--- src/rtl/cpl_defines.svh ---
// constants for the control and host pin logic block
`ifndef CPL_DEFINES_SVH
`define CPL_DEFINES_SVH
`define CPL_SYNC_STAGES 2
`define CPL_INSEL_W 2
`define CPL_INSEL_RST 2'h0
`define CPL_IFSEL_I2C 1'h1
`define CPL_IFSEL_SPI 1'h0
`define CPL_SYNC_OFF 1'h1
`define CPL_STATUS_W 4
`endif

--- src/rtl/cpl_pkg.sv ---
// types for the control and host pin logic block
package cpl_pkg;
  // host interface mode, gray along i2c -> spi3 -> spi4
  typedef enum logic [1:0]
  {
    CPL_I2C  = 2'h0,
    CPL_SPI3 = 2'h1,
    CPL_SPI4 = 2'h3
  } cpl_mode_t;
endpackage

--- src/rtl/cpl_pins.sv ---
// control and host pin logic: serial pin sharing and control/status pins
`timescale 1ns/1ps
`include "cpl_defines.svh"
module cpl_pins #(
  parameter int INSEL_W  = `CPL_INSEL_W,
  parameter int STATUS_W = `CPL_STATUS_W
) (
  input  wire logic                clk,
  input  wire logic                rstn,
  input  wire logic                resetNPin,
  input  wire logic                powerdownN,
  input  wire logic                outEnableN,
  input  wire logic                syncN,
  input  wire logic [INSEL_W-1:0]  inSelPins,
  input  wire logic                i2cSel,
  input  wire logic                spiFourWire,
  input  wire logic                manualSel,
  input  wire logic                sclkIn,
  input  wire logic                addr0OrChipSelN,
  input  wire logic                addr1OrSpiOutIn,
  input  wire logic                sdaIn,
  input  wire logic                coreSdaOut,
  input  wire logic                coreSdaDrive,
  input  wire logic                coreSpiOut,
  input  wire logic                pllLocked,
  input  wire logic [STATUS_W-1:0] devStatus,
  input  wire logic                irqClear,
  input  wire logic [INSEL_W-1:0]  regInSel,
  output logic                     serialClk,
  output logic                     chipSelN,
  output logic [1:0]               devAddrBits,
  output cpl_pkg::cpl_mode_t       hostMode,
  output logic                     sdaOut,
  output logic                     sdaOen,
  output logic                     addr1OrSpiOutOut,
  output logic                     addr1OrSpiOutOen,
  output logic                     irqN,
  output logic                     lowPower,
  output logic                     coreResetN,
  output logic                     clkOutEnable,
  output logic                     lockStatus,
  output logic                     dividerReset,
  output logic [INSEL_W-1:0]       activeInput
);
  localparam int CW = 4 + INSEL_W + 1 + 1; // control bundle width
  localparam logic [CW-1:0] CRST = {1'h1, 1'h1, 1'h0, `CPL_SYNC_OFF, `CPL_INSEL_RST, `CPL_IFSEL_I2C, 1'h0};

  logic [CW-1:0]         ctlRaw;     // raw control pins
  logic [CW-1:0]         ctlSync;    // synchronised control pins
  logic                  rstSync;    // synced reset pin, active low
  logic                  pdnSync;    // synced power-down, active low
  logic                  oenSync;    // synced output enable, active low
  logic                  syncSync;   // synced divider sync, active low
  logic [INSEL_W-1:0]    selSync;    // synced input select
  logic                  ifSync;     // synced interface select
  logic                  spi4Sync;   // synced 4-wire option
  logic [STATUS_W-1:0]   status_ff;  // last seen status
  logic                  statusSeen_ff; // status_ff holds a real sample
  logic                  intRst;     // internal reset, the synced reset pin alone, active low
  cpl_pkg::cpl_mode_t    nxt_mode;   // decoded interface mode

  assign ctlRaw = {resetNPin, powerdownN, outEnableN, syncN, inSelPins, i2cSel, spiFourWire};

  cpl_sync #(
    .W       (CW),
    .RST_VAL (CRST)
  ) u_sync (
    .clk  (clk),
    .rstn (rstn),
    .din  (ctlRaw),
    .dout (ctlSync)
  );

  assign {rstSync, pdnSync, oenSync, syncSync, selSync, ifSync, spi4Sync} = ctlSync;
  // pin reset acts through the synchroniser, so it takes two edges to reach intRst and a third to reach the outputs
  assign intRst = rstSync;

  always_comb
  begin
    if (ifSync == `CPL_IFSEL_I2C)
      nxt_mode = cpl_pkg::CPL_I2C;
    else if (spi4Sync)
      nxt_mode = cpl_pkg::CPL_SPI4;
    else
      nxt_mode = cpl_pkg::CPL_SPI3;
  end

  // mode register, reset to i2c (pull-up default)
  always_ff @(posedge clk or negedge rstn)
  begin
    if (!rstn)
      hostMode <= cpl_pkg::CPL_I2C;
    else if (!intRst)
      hostMode <= cpl_pkg::CPL_I2C;
    else
    begin
      case (nxt_mode)
        cpl_pkg::CPL_I2C:  hostMode <= cpl_pkg::CPL_I2C;
        cpl_pkg::CPL_SPI3: hostMode <= cpl_pkg::CPL_SPI3;
        cpl_pkg::CPL_SPI4: hostMode <= cpl_pkg::CPL_SPI4;
        default:           hostMode <= cpl_pkg::CPL_I2C;
      endcase
    end
  end

  // serial clock registered straight through; the serial engine samples it
  // serial clock, plus chip select and address straps by mode
  always_ff @(posedge clk or negedge rstn)
  begin
    if (!rstn)
    begin
      serialClk   <= 1'h1;
      chipSelN    <= 1'h1;
      devAddrBits <= 2'h0;
    end
    else
    begin
      serialClk <= sclkIn;
      if (hostMode == cpl_pkg::CPL_I2C)
      begin
        chipSelN       <= 1'h1;
        devAddrBits[0] <= addr0OrChipSelN;
        devAddrBits[1] <= addr1OrSpiOutIn;
      end
      else
      begin
        chipSelN    <= addr0OrChipSelN;
        devAddrBits <= devAddrBits;
      end
    end
  end

  // data pin drivers; enables are active low, high means released
  always_ff @(posedge clk or negedge rstn)
  begin
    if (!rstn)
    begin
      sdaOut           <= 1'h0;
      sdaOen           <= 1'h1;
      addr1OrSpiOutOut <= 1'h0;
      addr1OrSpiOutOen <= 1'h1;
    end
    else
    begin
      sdaOut <= coreSdaOut;
      sdaOen <= !(coreSdaDrive && hostMode != cpl_pkg::CPL_SPI4);
      addr1OrSpiOutOut <= coreSpiOut;
      // spi4 read out; only while selected so a bus can be shared
      addr1OrSpiOutOen <= !(hostMode == cpl_pkg::CPL_SPI4 && !addr0OrChipSelN && coreSdaDrive);
    end
  end

  // first sample after reset only primes status_ff; without it the
  // reset value of status_ff would look like a change and raise a
  // false irq whenever the status vector is non-zero at release
  always_ff @(posedge clk or negedge rstn)
  begin
    if (!rstn)
      statusSeen_ff <= 1'h0;
    else
      statusSeen_ff <= 1'h1;
  end

  // status change irq; sticky until cleared, new change wins
  always_ff @(posedge clk or negedge rstn)
  begin
    if (!rstn)
    begin
      status_ff <= '0;
      irqN      <= 1'h1;
    end
    else if (!intRst)
    begin
      status_ff <= devStatus;
      irqN      <= 1'h1;
    end
    else
    begin
      status_ff <= devStatus;
      // a change in the same cycle as a clear keeps the irq low
      if (statusSeen_ff && devStatus != status_ff)
        irqN <= 1'h0;
      else if (irqClear)
        irqN <= 1'h1;
    end
  end

  // control outputs
  // full reset
  always_ff @(posedge clk or negedge rstn)
  begin
    if (!rstn)
    begin
      coreResetN   <= 1'h0;
      lowPower     <= 1'h0;
      clkOutEnable <= 1'h0;
      lockStatus   <= 1'h0;
      dividerReset <= 1'h1;
      activeInput  <= `CPL_INSEL_RST;
    end
    else
    begin
      coreResetN <= intRst;
      lowPower <= !pdnSync;
      clkOutEnable <= intRst && !oenSync;
      // lock status; forced low while held in reset
      lockStatus <= intRst && pllLocked;
      dividerReset <= !intRst || !syncSync;
      if (!intRst)
        activeInput <= `CPL_INSEL_RST;
      else if (manualSel)
        activeInput <= selSync;
      else
        activeInput <= regInSel;
    end
  end

  // checks; all sampled on clk, all quiet while rstn is low
  rst_outs_a: assert property (@(posedge clk) disable iff (!rstn)
    !rstSync |=> !clkOutEnable && !coreResetN) else $error("outputs live in reset");
  // outputs come back once oe is low and reset is gone
  oe_on_a: assert property (@(posedge clk) disable iff (!rstn)
    rstSync && !oenSync |=> clkOutEnable) else $error("outputs not enabled");
  // irq must stay low until a clear arrives
  irq_hold_a: assert property (@(posedge clk) disable iff (!rstn)
    rstSync && !irqN && !irqClear |=> !irqN) else $error("irq dropped early");
  // address straps are frozen while in spi
  addr_hold_a: assert property (@(posedge clk) disable iff (!rstn)
    hostMode != cpl_pkg::CPL_I2C |=> $stable(devAddrBits)) else $error("addr moved in spi");
  // select follows the shared pin in spi
  cs_follow_a: assert property (@(posedge clk) disable iff (!rstn)
    hostMode != cpl_pkg::CPL_I2C |=> chipSelN == $past(addr0OrChipSelN)) else $error("select lost");
  // spi4 read data drives the shared pin when selected
  spi4_out_a: assert property (@(posedge clk) disable iff (!rstn)
    hostMode == cpl_pkg::CPL_SPI4 && !addr0OrChipSelN && coreSdaDrive |=> !addr1OrSpiOutOen)
    else $error("spi4 out not driven");
  // register select used when not pin controlled
  reg_sel_a: assert property (@(posedge clk) disable iff (!rstn)
    rstSync && !manualSel |=> activeInput == $past(regInSel)) else $error("reg select wrong");
  outen_gate_a: assert property (@(posedge clk) disable iff (!rstn)
    oenSync |=> !clkOutEnable) else $error("outputs enabled with oe high");
  reset_out_a: assert property (@(posedge clk) disable iff (!rstn)
    !rstSync |=> !clkOutEnable) else $error("clock out enabled in reset");
  core_reset_a: assert property (@(posedge clk) disable iff (!rstn)
    !rstSync |=> !coreResetN && dividerReset) else $error("reset not passed");
  lock_pin_a: assert property (@(posedge clk) disable iff (!rstn)
    rstSync && pllLocked |=> lockStatus) else $error("lock not shown");
  pdn_mode_a: assert property (@(posedge clk) disable iff (!rstn)
    lowPower == !$past(pdnSync)) else $error("low power wrong");
  sync_div_a: assert property (@(posedge clk) disable iff (!rstn)
    !syncSync |=> dividerReset) else $error("divider not reset");
  irq_event_a: assert property (@(posedge clk) disable iff (!rstn)
    rstSync && statusSeen_ff && devStatus != status_ff |=> !irqN) else $error("irq missed");
  spi4_sda_a: assert property (@(posedge clk) disable iff (!rstn)
    hostMode == cpl_pkg::CPL_SPI4 |=> sdaOen) else $error("sda driven in spi4");
  i2c_out_a: assert property (@(posedge clk) disable iff (!rstn)
    hostMode == cpl_pkg::CPL_I2C |=> addr1OrSpiOutOen) else $error("addr1 driven in i2c");
  cs_idle_a: assert property (@(posedge clk) disable iff (!rstn)
    hostMode == cpl_pkg::CPL_I2C |=> chipSelN) else $error("select in i2c");
  mode_sel_a: assert property (@(posedge clk) disable iff (!rstn)
    rstSync && ifSync |=> hostMode == cpl_pkg::CPL_I2C) else $error("mode wrong");
  man_sel_a: assert property (@(posedge clk) disable iff (!rstn)
    rstSync && manualSel |=> activeInput == $past(selSync)) else $error("input select wrong");
  sclk_pass_a: assert property (@(posedge clk) disable iff (!rstn)
    serialClk == $past(sclkIn)) else $error("serial clock lost");
  sync_lat_a: assert property (@(posedge clk) disable iff (!rstn)
    pdnSync == $past(powerdownN, 2)) else $error("sync latency wrong");

  cov_irq_c: cover property (@(posedge clk) disable iff (!rstn) $fell(irqN));
  cov_spi4_c: cover property (@(posedge clk) disable iff (!rstn) hostMode == cpl_pkg::CPL_SPI4 && !addr1OrSpiOutOen);
  cov_lock_c: cover property (@(posedge clk) disable iff (!rstn) $rose(lockStatus));
  cov_pdn_c: cover property (@(posedge clk) disable iff (!rstn) $rose(lowPower));
  cov_div_c: cover property (@(posedge clk) disable iff (!rstn) $rose(dividerReset));
endmodule

--- src/rtl/cpl_sync.sv ---
// parameterised two-flop synchroniser for a bus of level inputs
`timescale 1ns/1ps
`include "cpl_defines.svh"
module cpl_sync #(
  parameter int W = 1,
  parameter logic [W-1:0] RST_VAL = '0
) (
  input  wire logic         clk,
  input  wire logic         rstn,
  input  wire logic [W-1:0] din,
  output logic      [W-1:0] dout
);
  logic [W-1:0] meta_ff; // first stage, read only by the second

  // double registering; first flop feeds nothing but the second
  always_ff @(posedge clk or negedge rstn)
  begin
    if (!rstn)
    begin
      meta_ff <= RST_VAL;
      dout    <= RST_VAL;
    end
    else
    begin
      meta_ff <= din;
      dout    <= meta_ff;
    end
  end
endmodule

--- config.mk ---
export PLATFORM = sky130hd
export DESIGN_NAME = cpl_pins
export DESIGN_NICKNAME = d
export VERILOG_FILES = /design/src/rtl/cpl_pkg.sv /design/src/rtl/cpl_pins.sv /design/src/rtl/cpl_sync.sv
export VERILOG_INCLUDE_DIRS = /design/src /design/src/rtl
export SDC_FILE = /design/constraint.sdc
export NUM_CORES = 1
export LEC_CHECK = 0
export BUFFER_PORTS_ARGS = -buffer_cell sky130_fd_sc_hd__buf_2
export CAP_MARGIN = 10
export CORE_MARGIN = 2
export CORE_UTILIZATION = 50
export CTS_CLUSTER_SIZE = 24
export DETAILED_ROUTE_END_ITERATION = 7
export GPL_ROUTABILITY_DRIVEN = 0
export PLACE_DENSITY_LB_ADDON = 0.3
export SYNTH_ARGS = -nofsm -noshare
export SYNTH_HDL_FRONTEND = slang
export SYNTH_SLANG_ARGS = --single-unit
export TNS_END_PERCENT = 100
--- constraint.sdc ---
create_clock -name clk -period 1.8 [get_ports clk]
set_clock_uncertainty 0.1 [all_clocks]
set_input_delay 0.18 -clock clk [delete_from_list [all_inputs] [get_ports clk]]
set_output_delay 0.18 -clock clk [all_outputs]
set_load 0.02 [all_outputs]
# Word-level counts from Yosys, hierarchy flattened
# Index checks and enable logic that the tools add are counted.
# classes
n_eq_ne,6
mux,10
reduce_logical,15
# ops
cell,n
$mux W2,5
$logic_not A1 Y1,7
$logic_and A1 B1 Y1,6
$eq A2 B2 Y1 const B,2
$mux W1,4
$ne A4 B4 Y1,1
$pmux W2 S2,1
$ne A3 B3 Y1 const B,1
$eq A2 B1 Y1 const B,1
$logic_not A2 Y1,1
$ne A2 B2 Y1 const B,1
$logic_or A1 B1 Y1,1
# totals
ff_bits,39
in_bits,26
word_cells,50

# Depth between registers and ports, before layout
# depth
ltp_word,5
ltp_mapped,3

# Modules after synthesis
# Synthesis repeated with hierarchy kept, for this count alone.
# hier_totals
hier_cells,64
area_unflattened_um2,1166.1
# by_module_without_submodules
module,n_inst,cells_per_inst,area_per_inst_um2,seq_area_each_um2
cpl_pins,1,48,755.7,583.1
cpl_sync,1,16,410.4,410.4

# Worst setup path after synthesis
# No wires, ideal clock.
# synth_timing
kind,register to register
start,register hostMode[1]
end,register devAddrBits[0]
setup_time_ns,0.125
arrival_ns,0.986
setup_slack_ns,0.589
path_stages_with_launch,3
n_path_buf,0
synth_period_minus_slack_ns,1.211
path_cell_list,dfrtp_1 > nor2_1 > mux2_2
# synth_via
elab_chain_len,1
# synth_rtl
element,line_no,source
from (decl),cpl_pins.sv:32,"output cpl_pkg::cpl_mode_t hostMode,"
from (signal assigned),cpl_pins.sv:92,hostMode <= cpl_pkg::CPL_I2C;
from (signal assigned),cpl_pins.sv:94,hostMode <= cpl_pkg::CPL_I2C;
from (signal assigned),cpl_pins.sv:98,cpl_pkg::CPL_I2C: hostMode <= cpl_pkg::CPL_I2C;
$logic_not A2 Y1,cpl_pins.sv:119,if (hostMode == cpl_pkg::CPL_I2C)
to (signal assigned),cpl_pins.sv:122,devAddrBits[0] <= addr0OrChipSelN;
to (signal assigned),cpl_pins.sv:128,devAddrBits <= devAddrBits;
to (decl),cpl_pins.sv:31,"output logic [1:0] devAddrBits,"
# Every way passes these cells.
# A chain may end at the register's enable or synchronous reset.

# Worst setup path after layout
# layout_timing
start,input port devStatus[1]
end,register irqN
# layout_via
elab_chain_len,4
word_cells_on_any_way,5
cone_classes,eq/ne: 2; mux: 2; reduce/logical: 1
# layout_rtl
element,line_no,source
from (decl),cpl_pins.sv:26,"input wire logic [STATUS_W-1:0] devStatus,"
$ne A4 B4 Y1 *,cpl_pins.sv:181,if (statusSeen_ff && devStatus != status_ff)
$logic_and A1 B1 Y1 *,cpl_pins.sv:181,
$mux W1,cpl_pins.sv:181,
$mux W1,cpl_pins.sv:172,else if (!intRst)
to (signal assigned),cpl_pins.sv:175,irqN <= 1'h1;
to (signal assigned),cpl_pins.sv:182,irqN <= 1'h0;
to (signal assigned),cpl_pins.sv:184,irqN <= 1'h1;
to (decl),cpl_pins.sv:37,"output logic irqN,"
# Mark *: on every way between the ends. The rest lies on a longest branch, timed or not.

==> out/results.tsv <==
metric	value	unit
syn_area_per_cell	18.2	sq um
CP max FO	2	
Yosys cell types	15	
Syn Nets	90	
Rows	17	
grt ovf	0	
Die W	52.3	microns
setup bufs post-CTS	0	
Setup CP Type	primary input to register	
FF-to-FF path depth	3	
Total Power	1.51	mW
CTS resizes	0	
Nets	162	
post-route ant nets	0	
Ports	44	
period utilization	78.2	%
Hold Path Sink	activeInput[0]	
first drt pass iteration count	4	
first-pass GRT wire length	3060	microns
Die ar.	2730	sq um
CP required	1.96	ns
fin cells	165	
hold path depth	3	
most common cell in the synthesized netlist	dfrtp_1	
post-route setup TNS	0	ns
Yosys reg bits	39	
count of max-cap constraint violations	0	
Worst VDD drop	0.000691	V
outcome	finished, final reports clean	
Clock Latency Late Sink	0.32	ns
placed insts	135	
Post-Syn Instances	64	
Leak	0.814	nW
Routed WL per cell	10.8	microns
Die Span Y	52.3	microns
Bufs on Longest Clock Path	2	
clock transition at the registers of the reported paths	0.10	ns
detailed-route DRC error count	0	
Placement Cell Area	1420	sq um
Reg2Reg Capture Point	irqN	
DRT iter0 DRCs	2	
WP data arrival	1.57	ns
register area share after synthesis	85.2	%
Hold Path Class	primary input to register	
Synth Flop Type	dfrtp_1	
fraction of layout cells with a size suffix above 1	48.2	%
Diodes inserted	0	
WL final	1780	microns
hold path startpoint	regInSel[0]	
Tot GR Track Use	16.5	%
ranking of synthesized cells by area	dfrtp_1 (54%), dfstp_2 (32%), xor2_1 (3.0%), nor2b_1 (2.1%), mux2_2 (1.9%)	
Initial Util	52.7	%
Power Density	896	nW/um^2
Yosys top cell area share	53.6	%
CTS Buf Count	5	
Slew Limit Fails	0	
reg-to-reg slack, setup	0.49	ns
WL met3	145	microns
Critical Path Start Type	primary input	
Layout area overhead	44.8	%
Max Freq	710	MHz
RSZ-0062 raised after global routing	no	
Synthesis Warnings	0	
post-DR vias/cell	4.45	
HPWL Detailed	1090	microns
# setup viols final	0	
largest net degree at the start of global routing	40	
Post-synth EDFFs	0	
Core Area	2210	sq um
critical register-to-register path startpoint	status_ff[1]	
Root Driver	clkbuf_4	
vias in the first global route	766	
final std cell area, no fill	1690	sq um
Post-synth ARST share	100	%
met2 WL	955	microns
Post-synth top cells	dfrtp_1 (25), dfstp_2 (14), nor2b_1 (4), xor2_1 (4), nand2_1 (3)	
Via Count	735	
hold_buf cts	22	
Tmin final	1.41	ns
crit path capture type	register	
Post-Syn Area	1170	sq um
M1 WL	659	microns
initial antenna violation count	0	
port buffer count	42	
htree depth	2	
area leader, netlist	dfrtp_1	
Final Hold Viols	0	
CTS tree	done	
max layer used	met4	
CTS Sinks	39	
## worst max-delay path, cell delays in order
cell and delay [ns]:
dlygate4sd3_1 0.53, buf_2 0.13, xor2_1 0.14, o41a_1 0.41, o21ai_1 0.17
## layout by cell type, fill, tap and decap left out
cell type and instances:
mux2_2 2, or2_2 1, xor2_1 4, nor2_1 2, mux2i_1 2, dfrtp_1 25, inv_1 1, buf_4 1
nor2b_1 4, conb_1 1, dfstp_2 14, clkbuf_1 2, clkinv_2 1, dlygate4sd3_1 22, clkbuf_4 5, nand2_1 3
nand4b_1 1, buf_2 42, o41a_1 1, and2_1 2, o21ai_1 1
## state kept, by name, summed over array words and instances (netlist names), 2 cells and up
signal and cells:
status_ff 4, devAddrBits 2, hostMode 2, activeInput 2, u_sync.meta_ff 8, u_sync.dout 8
## logic make-up (layout without fill, tap and decap cells)
| logic type | after synthesis | count (layout) | share of synthesized area (%) |
|---|---|---|---|
| xor gates and xnor gates | 4 | 4 | 3.00 |
| other | 1 | 1 | 0.322 |
| muxes | 4 | 4 | 3.65 |
| buffers and inverters | 1 | 74 | 0.322 |
| DFF | 39 | 39 | 85.2 |
| AOI/OAI and AO/OA | 2 | 2 | 1.39 |
| and+or+nand+nor | 13 | 13 | 6.12 |
## worst max-delay path by stage
stage | startpoint | end | cells after the start
3_3_place_gp | status_ff[1] | irqN | 3
6_report | devStatus[1] | irqN | 5
5_1_grt | devStatus[1] | irqN | 5
2_1_floorplan | hostMode[1] | devAddrBits[0] | 2
3_5_place_dp | status_ff[1] | irqN | 3
4_1_cts | devStatus[1] | irqN | 5
## power breakdown
| group | internal (mW) | switching (mW) |
|---|---|---|
| Clock | 0.152 | 0.248 |
| Sequential | 0.934 | 0.0162 |
| Combinational | 0.0837 | 0.0792 |
| Total | 1.17 | 0.343 |
## through the flow
| stage | setup slack (ns) | utilization, % | hold WS, ns |
|---|---|---|---|
| 5_1_grt | 0.340 | 76.4 | 0.0261 |
| 3_5_place_dp | 0.558 | 64.1 | 0.148 |
| 6_report | 0.392 | 76.4 | 0.00876 |
| 4_1_cts | 0.446 | 76.4 | 0.000192 |
| 3_3_place_gp | 0.585 | 64.1 | 0.138 |
| 2_1_floorplan | 0.589 | - | -0.216 |
## per-layer routing
metal | global-route usage (%) | vias to the layer above
met3 | 8.00 | 4
met5 | 0 | -
li1 | - | 345
met4 | 7.69 | 0
met2 | 28.1 | 35
met1 | 16.7 | 351
## area by class of cell
cell class | instances | area (sq um)
clock inverter | 1 | 5.00
tap | 28 | 35.0
clock buffer | 7 | 45.0
timing repair buffer | 65 | 438
multi-input combinational | 24 | 169
fill | 151 | 523
inverter | 1 | 3.75
sequential | 39 | 993
No activity file was read; power rests on OpenSTA's default activity.
